==> src/rtl/tmrfc_pkg.sv <==
// Register map, field positions and carrier types of the timer and fast clock block
package tmrfc_pkg;
    // Register indices; byte address is four times the index
    localparam logic [5:0] IDX_PLL_CTRL = 6'h27;
    localparam logic [5:0] IDX_FLAGS = 6'h38;
    localparam logic [5:0] IDX_GEN_CTRL = 6'h2C;
    localparam logic [5:0] IDX_CTRL = 6'h30;
    localparam logic [5:0] IDX_COUNT = 6'h2F;
    localparam logic [5:0] IDX_CMP_A = 6'h2E;
    localparam logic [5:0] IDX_TOP = 6'h2D;
    localparam logic [5:0] IDX_CMP_B = 6'h2B;
    localparam logic [5:0] IDX_MASK = 6'h39;
    // Flag and mask bit positions
    localparam int BIT_CMP_A = 6;
    localparam int BIT_CMP_B = 5;
    localparam int BIT_OVF = 2;
    // Clock control bit positions
    localparam int BIT_LOW_SPEED = 7;
    localparam int BIT_FAST_SEL = 2;
    localparam int BIT_PLL_START = 1;
    localparam int BIT_LOCK = 0;
    // Counter control bit positions
    localparam int BIT_CLEAR_ON_TOP = 7;
    localparam int BIT_PWM_A = 6;
    localparam int BIT_COM_HI = 5;
    localparam int BIT_COM_LO = 4;
    // General control bit positions
    localparam int BIT_PWM_B = 6;
    localparam int BIT_FORCE_B = 3;
    localparam int BIT_FORCE_A = 2;
    localparam int BIT_PRE_RESET = 1;
    // Event vector positions inside the three-flag group
    localparam int EV_A = 2;
    localparam int EV_B = 1;
    localparam int EV_OVF = 0;
    // Synchronised pin positions
    localparam int PIN_FAST = 0;
    localparam int PIN_LOCK = 1;
    localparam int PIN_SYSPLL = 2;
    // Reset values and fixed codes
    localparam logic [7:0] RST_BYTE = 8'h00;
    localparam logic [7:0] COUNT_WRAP = 8'hFF;
    localparam logic [7:0] COUNT_ONE = 8'h01;
    localparam logic [3:0] FUSE_COMPAT = 4'h3;
    localparam logic [3:0] CS_FIRST_SYS = 4'h5;
    localparam logic [3:0] CS_COMPAT_OFS = 4'h4;
    localparam int PRE_W = 14;

    typedef enum logic [1:0] {
        BUS_IDLE = 2'b00,
        BUS_WRITE = 2'b01,
        BUS_READ_WAIT = 2'b10,
        BUS_READ_DONE = 2'b11
    } tmrfc_bus_t;

    typedef struct packed {
        logic hsel;
        logic [31:0] haddr;
        logic [1:0] htrans;
        logic hwrite;
        logic [2:0] hsize;
        logic [31:0] hwdata;
        logic hready;
    } tmrfc_ahb_req_t;

    typedef struct packed {
        logic compare_a;
        logic compare_b;
        logic overflow;
    } tmrfc_irq_t;
endpackage

==> src/rtl/tmrfc_timer.sv <==
// Timer with compare and overflow flags and fast peripheral clock control
// What this block does
// Compare matches set flag bits 6 and 5
// Interrupt vector execution clears its flag
// Writing one clears flag one cycle later
// Compare requests need global, enable, flag
// Normal mode: overflow sets bit 2
// PWM mode: top match sets overflow
// Overflow request needs global, enable, flag
// Reserved flag and clock bits read zero
// Fast clock full rate, halved by select except in compatibility mode
// Low speed refused while PLL clocks system
// Software stops counter before low speed change
// Fast select picks fast clock source
// Fast select settable only with PLL enabled
// PLL enable starts PLL, reads forced one while PLL clocks system
// Software waits lock before using fast clock
// Compatibility mode only on fuse code 0011
// Compatibility: two prescalers, synchronous counting
// Compatibility clock choices fast or system divided
// Control reads immediate, counter and flags lag
// Compare A drives pin, top clears
// Overflow on FF wrap or top wrap
// PWM counts to top, A match drives pin to BIT_COM_LO level when BIT_COM_HI set, else pin held low
// PWM enable restarts counter after top
// Writing zero leaves a flag unchanged
`timescale 1ns/100ps
module tmrfc_timer #(
    parameter int ADDR_W = 8
) (
    // Clock and reset
    input wire logic core_clk,
    input wire logic reset,
    // AHB-Lite slave
    input wire tmrfc_pkg::tmrfc_ahb_req_t ahb_req,
    output logic [31:0] hrdata,
    output logic hreadyout,
    output logic hresp,
    // Processor side
    input wire logic global_irq_enable,
    input wire tmrfc_pkg::tmrfc_irq_t irq_ack,
    output tmrfc_pkg::tmrfc_irq_t irq_req,
    // Pins from the PLL and fuses
    input wire logic fast_peripheral_clock,
    input wire logic pll_locked,
    input wire logic pll_is_system_clock,
    input wire logic [3:0] clock_select_fuses,
    // Outputs
    output logic pll_start,
    output logic low_speed_select,
    output logic compare_a_output
);
    import tmrfc_pkg::*;

    initial begin
        if (ADDR_W < 8 || ADDR_W > 32) begin
            $error("ADDR_W must lie between 8 and 32");
        end
    end

    typedef struct packed {
        tmrfc_bus_t bus;
        logic [5:0] dp_idx;
        logic [31:0] rdata;
        logic [7:0] ctrl;
        logic [7:0] gctrl;
        logic [7:0] cnt;
        logic [7:0] cnt_rd;
        logic [7:0] cmp_a_buf;
        logic [7:0] cmp_a;
        logic [7:0] cmp_b;
        logic [7:0] top;
        logic [7:0] mask;
        logic low_speed;
        logic fast_sel;
        logic pll_start;
        logic [2:0] flags;
        logic [2:0] clr_pend;
        logic [2:0] evt_pend;
        logic cnt_wr_pend;
        logic [7:0] cnt_wr_val;
        logic [2:0] s1;
        logic [2:0] s2;
        logic [2:0] s3;
        logic [2:0] lvl;
        logic half;
        logic [PRE_W-1:0] pre_sys;
        logic [PRE_W-1:0] pre_fast;
        logic compat;
        logic fuse_taken;
        logic oc_a;
    } tmrfc_state_t;

    tmrfc_state_t st_r;
    tmrfc_state_t st_nxt;

    // Prescaler tap: source tick divided by two to the power (sel - 1)
    function automatic logic div_tick(input logic [3:0] sel, input logic [PRE_W-1:0] pre,
                                      input logic src);
        logic [PRE_W-1:0] msk;
        msk = (PRE_W'(1) << (sel - 4'h1)) - PRE_W'(1);
        div_tick = src && (sel != 4'h0) && ((pre & msk) == msk);
    endfunction

    // Output pin action for a match in non-PWM operation
    function automatic logic pin_action(input logic [1:0] com, input logic cur);
        case (com)
            2'b01: pin_action = ~cur;
            2'b10: pin_action = 1'b0;
            2'b11: pin_action = 1'b1;
            default: pin_action = cur;
        endcase
    endfunction

    logic addr_take;
    logic [5:0] addr_idx;
    logic [31:0] rd_val;
    logic [7:0] wd;
    logic pwm_mode;
    logic fast_edge;
    logic fast_tick;
    logic cnt_tick;
    logic [3:0] cs;
    logic [7:0] cnt_next;
    logic [2:0] evt;
    logic [2:0] ack;
    logic wr_fired;

    assign addr_idx = ahb_req.haddr[7:2];
    assign addr_take = ahb_req.hsel && ahb_req.htrans[1] && ahb_req.hready;
    assign wd = ahb_req.hwdata[7:0];
    assign pwm_mode = st_r.ctrl[BIT_PWM_A] || st_r.gctrl[BIT_PWM_B];
    assign cs = st_r.ctrl[3:0];
    assign ack = {irq_ack.compare_a, irq_ack.compare_b, irq_ack.overflow};
    assign wr_fired = (st_r.bus == BUS_WRITE);
    // Fast edge accepted once the second and third stages agree
    assign fast_edge = (st_r.s2[PIN_FAST] == st_r.s3[PIN_FAST]) && st_r.s3[PIN_FAST]
                       && !st_r.lvl[PIN_FAST];
    // halved fast clock
    assign fast_tick = fast_edge && (!st_r.low_speed || st_r.compat || st_r.half);

    always_comb begin
        rd_val = 32'h0000_0000;
        case (st_r.dp_idx)
            // reserved bits zero
            IDX_FLAGS: rd_val[7:0] = {1'b0, st_r.flags[EV_A], st_r.flags[EV_B], 2'b00,
                                       st_r.flags[EV_OVF], 2'b00};
            // forced enable readback
            IDX_PLL_CTRL: rd_val[7:0] = {st_r.low_speed, 4'h0, st_r.fast_sel,
                                          st_r.pll_start || st_r.lvl[PIN_SYSPLL],
                                          st_r.lvl[PIN_LOCK]};
            // immediate control readback
            IDX_CTRL: rd_val[7:0] = st_r.ctrl;
            IDX_GEN_CTRL: rd_val[7:0] = {st_r.gctrl[7:4], 4'h0};
            IDX_CMP_A: rd_val[7:0] = st_r.cmp_a_buf;
            IDX_CMP_B: rd_val[7:0] = st_r.cmp_b;
            IDX_TOP: rd_val[7:0] = st_r.top;
            IDX_MASK: rd_val[7:0] = st_r.mask & 8'h64;
            // lagging counter readback
            IDX_COUNT: rd_val[7:0] = st_r.cnt_rd;
            default: rd_val = 32'h0000_0000;
        endcase
    end

    always_comb begin
        if (st_r.compat) begin
            // synchronous compat clocking
            if (cs >= CS_FIRST_SYS) begin
                // system clock divided
                cnt_tick = div_tick(cs - CS_COMPAT_OFS, st_r.pre_sys, 1'b1);
            end else begin
                // fast clock divided
                cnt_tick = div_tick(cs, st_r.pre_fast, fast_tick);
            end
        end else if (st_r.fast_sel) begin
            // fast clock source
            cnt_tick = div_tick(cs, st_r.pre_fast, fast_tick);
        end else begin
            // system clock source
            cnt_tick = div_tick(cs, st_r.pre_sys, 1'b1);
        end
    end

    always_comb begin
        st_nxt = st_r;
        evt = 3'b000;
        cnt_next = st_r.cnt;
        // Three stage pin synchronisers
        st_nxt.s1 = {pll_is_system_clock, pll_locked, fast_peripheral_clock};
        st_nxt.s2 = st_r.s1;
        st_nxt.s3 = st_r.s2;
        for (int i = 0; i < 3; i++) begin
            if (st_r.s2[i] == st_r.s3[i]) begin
                st_nxt.lvl[i] = st_r.s3[i];
            end
        end
        if (fast_edge) begin
            st_nxt.half = ~st_r.half;
            st_nxt.pre_fast = st_r.pre_fast + PRE_W'(1);
        end
        st_nxt.pre_sys = st_r.pre_sys + PRE_W'(1);
        // fuse code caught after reset
        if (!st_r.fuse_taken) begin
            st_nxt.fuse_taken = 1'b1;
            st_nxt.compat = (clock_select_fuses == FUSE_COMPAT);
        end
        st_nxt.cnt_rd = st_r.cnt;
        // Bus phases
        case (st_r.bus)
            BUS_READ_WAIT: begin
                st_nxt.rdata = rd_val;
                st_nxt.bus = BUS_READ_DONE;
            end
            default: begin
                st_nxt.bus = BUS_IDLE;
                if (addr_take) begin
                    st_nxt.dp_idx = addr_idx;
                    // Shift keeps the check legal when the bus is only 8 bits wide
                    if ((ahb_req.haddr[ADDR_W-1:0] >> 8) != '0) begin
                        st_nxt.dp_idx = 6'h00;
                    end
                    st_nxt.bus = ahb_req.hwrite ? BUS_WRITE : BUS_READ_WAIT;
                end
            end
        endcase
        // Flags clear one cycle after the write; set wins
        // vector clears flag
        // delayed write clear
        st_nxt.flags = (st_r.flags & ~(st_r.clr_pend | ack)) | st_r.evt_pend;
        st_nxt.clr_pend = 3'b000;
        // Counter: software write lands a cycle late and never matches
        if (st_r.cnt_wr_pend) begin
            st_nxt.cnt = st_r.cnt_wr_val;
            st_nxt.cnt_wr_pend = 1'b0;
        end else if (cnt_tick) begin
            if (pwm_mode && st_r.cnt == st_r.top) begin
                // restart after top
                // top match overflow
                cnt_next = 8'h00;
                evt[EV_OVF] = 1'b1;
                // Compare A buffered value latched at top, avoids glitches
                st_nxt.cmp_a = st_r.cmp_a_buf;
            end else if (st_r.cnt == COUNT_WRAP) begin
                // natural overflow
                // wrap to zero
                cnt_next = 8'h00;
                evt[EV_OVF] = 1'b1;
            end else if (!pwm_mode && st_r.ctrl[BIT_CLEAR_ON_TOP] && st_r.cnt == st_r.top) begin
                // top clears counter
                cnt_next = 8'h00;
            end else begin
                // counting up
                cnt_next = st_r.cnt + 8'h01;
            end
            st_nxt.cnt = cnt_next;
            // compare matches
            evt[EV_A] = (cnt_next == st_r.cmp_a);
            evt[EV_B] = (cnt_next == st_r.cmp_b);
            // compare A pin action
            if (st_r.ctrl[BIT_PWM_A]) begin
                // PWM output transitions
                if (evt[EV_A]) begin
                    st_nxt.oc_a = st_r.ctrl[BIT_COM_LO];
                end else if (cnt_next == COUNT_ONE) begin
                    st_nxt.oc_a = ~st_r.ctrl[BIT_COM_LO];
                end
                if (!st_r.ctrl[BIT_COM_HI]) begin
                    st_nxt.oc_a = 1'b0;
                end
            end else if (evt[EV_A]) begin
                st_nxt.oc_a = pin_action(st_r.ctrl[5:4], st_r.oc_a);
            end
        end
        // Events pass one sync stage before reaching the flags
        st_nxt.evt_pend = evt;
        // Register writes in the data phase
        if (wr_fired) begin
            case (st_r.dp_idx)
                IDX_FLAGS: begin
                    // zero bits ignored
                    st_nxt.clr_pend = {wd[BIT_CMP_A], wd[BIT_CMP_B], wd[BIT_OVF]};
                end
                IDX_PLL_CTRL: begin
                    // low speed refused
                    st_nxt.low_speed = wd[BIT_LOW_SPEED] && !st_r.lvl[PIN_SYSPLL];
                    // needs PLL already enabled
                    st_nxt.fast_sel = wd[BIT_FAST_SEL] && st_r.pll_start;
                    // PLL start
                    st_nxt.pll_start = wd[BIT_PLL_START];
                end
                IDX_CTRL: st_nxt.ctrl = wd;
                IDX_GEN_CTRL: begin
                    st_nxt.gctrl = {wd[7:4], 4'h0};
                    if (wd[BIT_PRE_RESET]) begin
                        st_nxt.pre_sys = '0;
                        st_nxt.pre_fast = '0;
                    end
                    if (wd[BIT_FORCE_A] && !st_r.ctrl[BIT_PWM_A]) begin
                        st_nxt.oc_a = pin_action(st_r.ctrl[5:4], st_r.oc_a);
                    end
                end
                IDX_COUNT: begin
                    st_nxt.cnt_wr_pend = 1'b1;
                    st_nxt.cnt_wr_val = wd;
                end
                IDX_CMP_A: begin
                    st_nxt.cmp_a_buf = wd;
                    if (!st_r.ctrl[BIT_PWM_A]) begin
                        st_nxt.cmp_a = wd;
                    end
                end
                IDX_CMP_B: st_nxt.cmp_b = wd;
                IDX_TOP: st_nxt.top = wd;
                IDX_MASK: st_nxt.mask = wd & 8'h64;
                default: st_nxt.ctrl = st_r.ctrl;
            endcase
        end
    end

    always_ff @(posedge core_clk) begin
        if (reset) begin
            st_r <= '0;
            st_r.top <= COUNT_WRAP;
        end else begin
            st_r <= st_nxt;
        end
    end

    assign hreadyout = (st_r.bus != BUS_READ_WAIT);
    assign hresp = 1'b0;
    assign hrdata = st_r.rdata;
    // compare requests
    assign irq_req.compare_a = global_irq_enable && st_r.mask[BIT_CMP_A] && st_r.flags[EV_A];
    assign irq_req.compare_b = global_irq_enable && st_r.mask[BIT_CMP_B] && st_r.flags[EV_B];
    // overflow request
    assign irq_req.overflow = global_irq_enable && st_r.mask[BIT_OVF] && st_r.flags[EV_OVF];
    assign pll_start = st_r.pll_start;
    assign low_speed_select = st_r.low_speed;
    assign compare_a_output = st_r.oc_a;
endmodule

==> config.mk <==
export PLATFORM = sky130hd
export DESIGN_NAME = tmrfc_timer
export DESIGN_NICKNAME = d
export VERILOG_FILES = /design/src/rtl/tmrfc_pkg.sv /design/src/rtl/tmrfc_timer.sv
export SDC_FILE = /design/constraint.sdc
export NUM_CORES = 1
export LEC_CHECK = 0
export BUFFER_PORTS_ARGS = -buffer_cell sky130_fd_sc_hd__clkbuf_2
export CORE_UTILIZATION = 47
export DETAILED_ROUTE_END_ITERATION = 10
export PLACE_DENSITY = 0.68
export SYNTH_ARGS = -nofsm -noshare
export SYNTH_HDL_FRONTEND = slang
export SYNTH_SLANG_ARGS = --single-unit
==> constraint.sdc <==
create_clock -name core_clk -period 3.95 [get_ports core_clk]
set_input_delay 0.1975 -clock core_clk [delete_from_list [all_inputs] [get_ports core_clk]]
set_output_delay 0.1975 -clock core_clk [all_outputs]
set_load 0.01 [all_outputs]
==> metrics.cfg <==
[floorplanning]
die_area_mm2 = 0.0176
core_area_mm2 = 0.0166
rows = 47
die_h_um = 133
ios = 125
die_w_um = 133
start_util_pct = 48.3

[timing]
fmax_mhz = 268
finClkSkew_ps = 9.48
maxSlewHeadroom_pct = 45.6
slew_viol_final = 0
finalSetupViolations = 0
grt_setup_unrepaired = false
final-hold-violation-count = 0
period_minus_slack_ps = 3730
worstMarginPinSlew_ps = 815
setup_ws_ps = 220
fin_tns_setup_ps = 0
finalCritPeriodShare_pct = 94.4

[min_path]
hold_path_end = st_r[169]
holdCritPathClass = primary input to flip-flop
min_path_cells = 3
min-delay-start = ahb_req[41]

[cts]
cts_buffer_depth = 2
cts_tree = yes
cts_max_level = 4
path_clk_slew_ps = 70
insertion_delay_ps = 430
post-cts-setup-buffer-count = 0
numCtsBuffers = 17
cts_root_buf = clkbuf_16
clock-sinks = 144

[cells_and_area]
fin_cells = 1251
areaGrowthSynthToFinish_pct = 10.9
drive_gt1_share_pct = 12.9
final_nets = 1111
num_antenna_cells = 0

[setup_path]
worstSetupPathType = flip-flop to flip-flop
r2r-start = cs[2]
end_kind = flip-flop
r2r_cells = 15
path_cells = inv_2, ha_1, nand3_1, nand2b_1, ha_1, buf_4, nor2_1, mux2i_1, o21ai_0, a2111oi_1, o2111ai_1, a32oi_2, nand2_1, nor4_2, buf_4
crit-reg2reg-capture = st_r[54]
ff2ff_setup_slack_ps = 220
crit_path_max_incr_delay_ps = 480
path_delay_family = compound AO/OA/AOI/OAI gates
crit_slowest_cell = nor4_2
worstPathRequired_ps = 4330
crit_arrival_ps = 4110
cp_max_fo = 8
cp_num_buf_inv = 3
startpoint_type = flip-flop

[synth]
synthesis.area_mm2 = 0.00804
yosys.cell_count.top_type = nor2_1
synth_cell_types = 77
synth.largest_area_cell = dfxtp_1
synthCells = 996
synth_seq_cells = 144
synthFlopType = dfxtp_1
yosys-top-cells-count = nor2_1 (147), dfxtp_1 (144), nand2_1 (80)
synth_top_area_share_pct = 35.8
syn_area_per_cell_um2 = 8.07
yosysWarnings = 0
synth_edf_count = 0
ys_seq_area_share_pct = 35.8
async_flop_share_pct = 0
ys_top_cells_by_area = dfxtp_1 (36%), nor2_1 (6.9%), mux2i_1 (6.1%)

[drt]
wl_per_cell_um = 17.7
first_pass_iters = 5
avgViaCountPerCell = 5.85
drt-initial-drc-count = 709
drtAntennaViolNets = 0
vias = 7321
drcViolationCount = 0
wl_mm = 22.1

[power_and_ir_drop]
power.total_w = 0.00309
ir_worst_vdd_mv = 0.290
powerDensity_mw_per_mm2 = 346
p_leak_nw = 3.29

[placed_design]
place_ws_ps = 66.8
place_inst = 1215
hpwlAfterDp_mm = 15.5
portBuffers = 45
gp_congestion = 0.935

[run]
maxCapViolCount = 0

[global_route]
globalRouteOverflowTotal = 0
antenna_found_initial = 0
grtUsageTotal_pct = 25.7
grt_max_degree = 61
first_global_vias = 6843
grt_pass1_wl_mm = 35.8

[run_status]
status = finished clean

[cells by family after synthesis]
| kind of cell | count (synthesis) | share of synthesized area (%) |
|---|---|---|
| multiplexers | 61 | 8.34 |
| adder cells (fa/ha/maj) | 8 | 1.24 |
| flip-flops | 144 | 35.8 |
| AO/OA/AOI/OAI | 204 | 17.1 |
| XOR/XNOR | 40 | 4.36 |
| other | 1 | 0.0466 |
| AND/OR/NAND/NOR | 415 | 25.3 |
| buffers and inverters | 123 | 7.81 |
[what timing repair did]
item | CTS | global route
hold buffers | 4 | 0
endpoints found under the hold margin | 4 | 0
setup endpoints to repair | 0 | 13
resized for setup | 0 | 3
[sequential cells by signal, indices dropped and copies added (netlist names)]
register	cells
compare_a_output	1
cs	4
hrdata	8
low_speed_select	1
pll_start	1
st_nxt	14
st_r	115
[stage by stage]
stage                     utilization, %  area [um2]  hold slack [ps]
after floorplan                        -        8130              323
after global placement              50.1        8330              414
after detailed placement            50.1        8330              415
after CTS                           53.5        8910             10.5
after global routing                53.6        8920             31.1
final                               53.6        8920             22.1
[per-layer routing]
| layer | routed length (um) | track usage [%] | share of wire (%) | up-vias |
|---|---|---|---|---|
| met2 | 10400 | 42.1 | 47 | 277 |
| met3 | 1410 | 5.17 | 6.3 | 59 |
| met5 | 0 | 0 | 0 | - |
| met1 | 9710 | 33.5 | 44 | 3438 |
| li1 | - | - | - | 3547 |
| met4 | 596 | 9.32 | 2.7 | 0 |
[layout make-up]
| cell class | instances | area [um2] |
|---|---|---|
| clock buffers | 19 | 433 |
| clock inverters | 13 | 105 |
| fillers | 1572 | 7720 |
| inverters | 22 | 82.6 |
| multi-input cells | 753 | 4640 |
| flip-flops and latches | 144 | 2880 |
| well taps | 220 | 275 |
| repair buffers | 80 | 500 |
[layout by cell type, fill, tap and decap left out, drive strengths merged, types with 5 or more instances in the layout]
master	count
and2	11
nand4	20
nor2	147
nor2b	31
o32ai	5
nor4b	5
clkinv	6
and3	14
o31ai	13
nand3	32
nand2b	16
clkbuf	63
or3	10
o21ai	39
nor3b	8
a32oi	6
nor4	12
a21oi	56
dfxtp	144
conb	25
buf	32
a31oi	16
nand2	81
a22oi	7
a211oi	6
ha	8
mux2	8
xnor2	25
inv	26
mux2i	49
nor3	17
xor2	15
a311oi	16
[worst max-delay path by stage]
stage	from	end	slack, ps	cells after the start
after floorplan	cs[2]	st_nxt[108]	320	17
after global placement	cs[2]	st_r[54]	70	15
after detailed placement	cs[2]	st_r[54]	70	15
after CTS	cs[2]	st_r[54]	40	15
after global routing	cs[3]	st_r[54]	10	14
final	cs[2]	st_r[54]	220	15
[worst register-to-register path: cells and delay by family, from the launching register on]
family | cells | cell delay, ps
compound gates | 4 | 1200
fa+ha+maj | 2 | 650
buf+inv | 3 | 430
flops | 1 | 340
mux | 1 | 120
simple gates | 5 | 940
[where the power goes]
group          switching (W)  internal (W)
Clock               0.000678      0.000815
Sequential         0.0000108       0.00146
Combinational      0.0000822     0.0000403
Power figures use the tool's default switching activity.
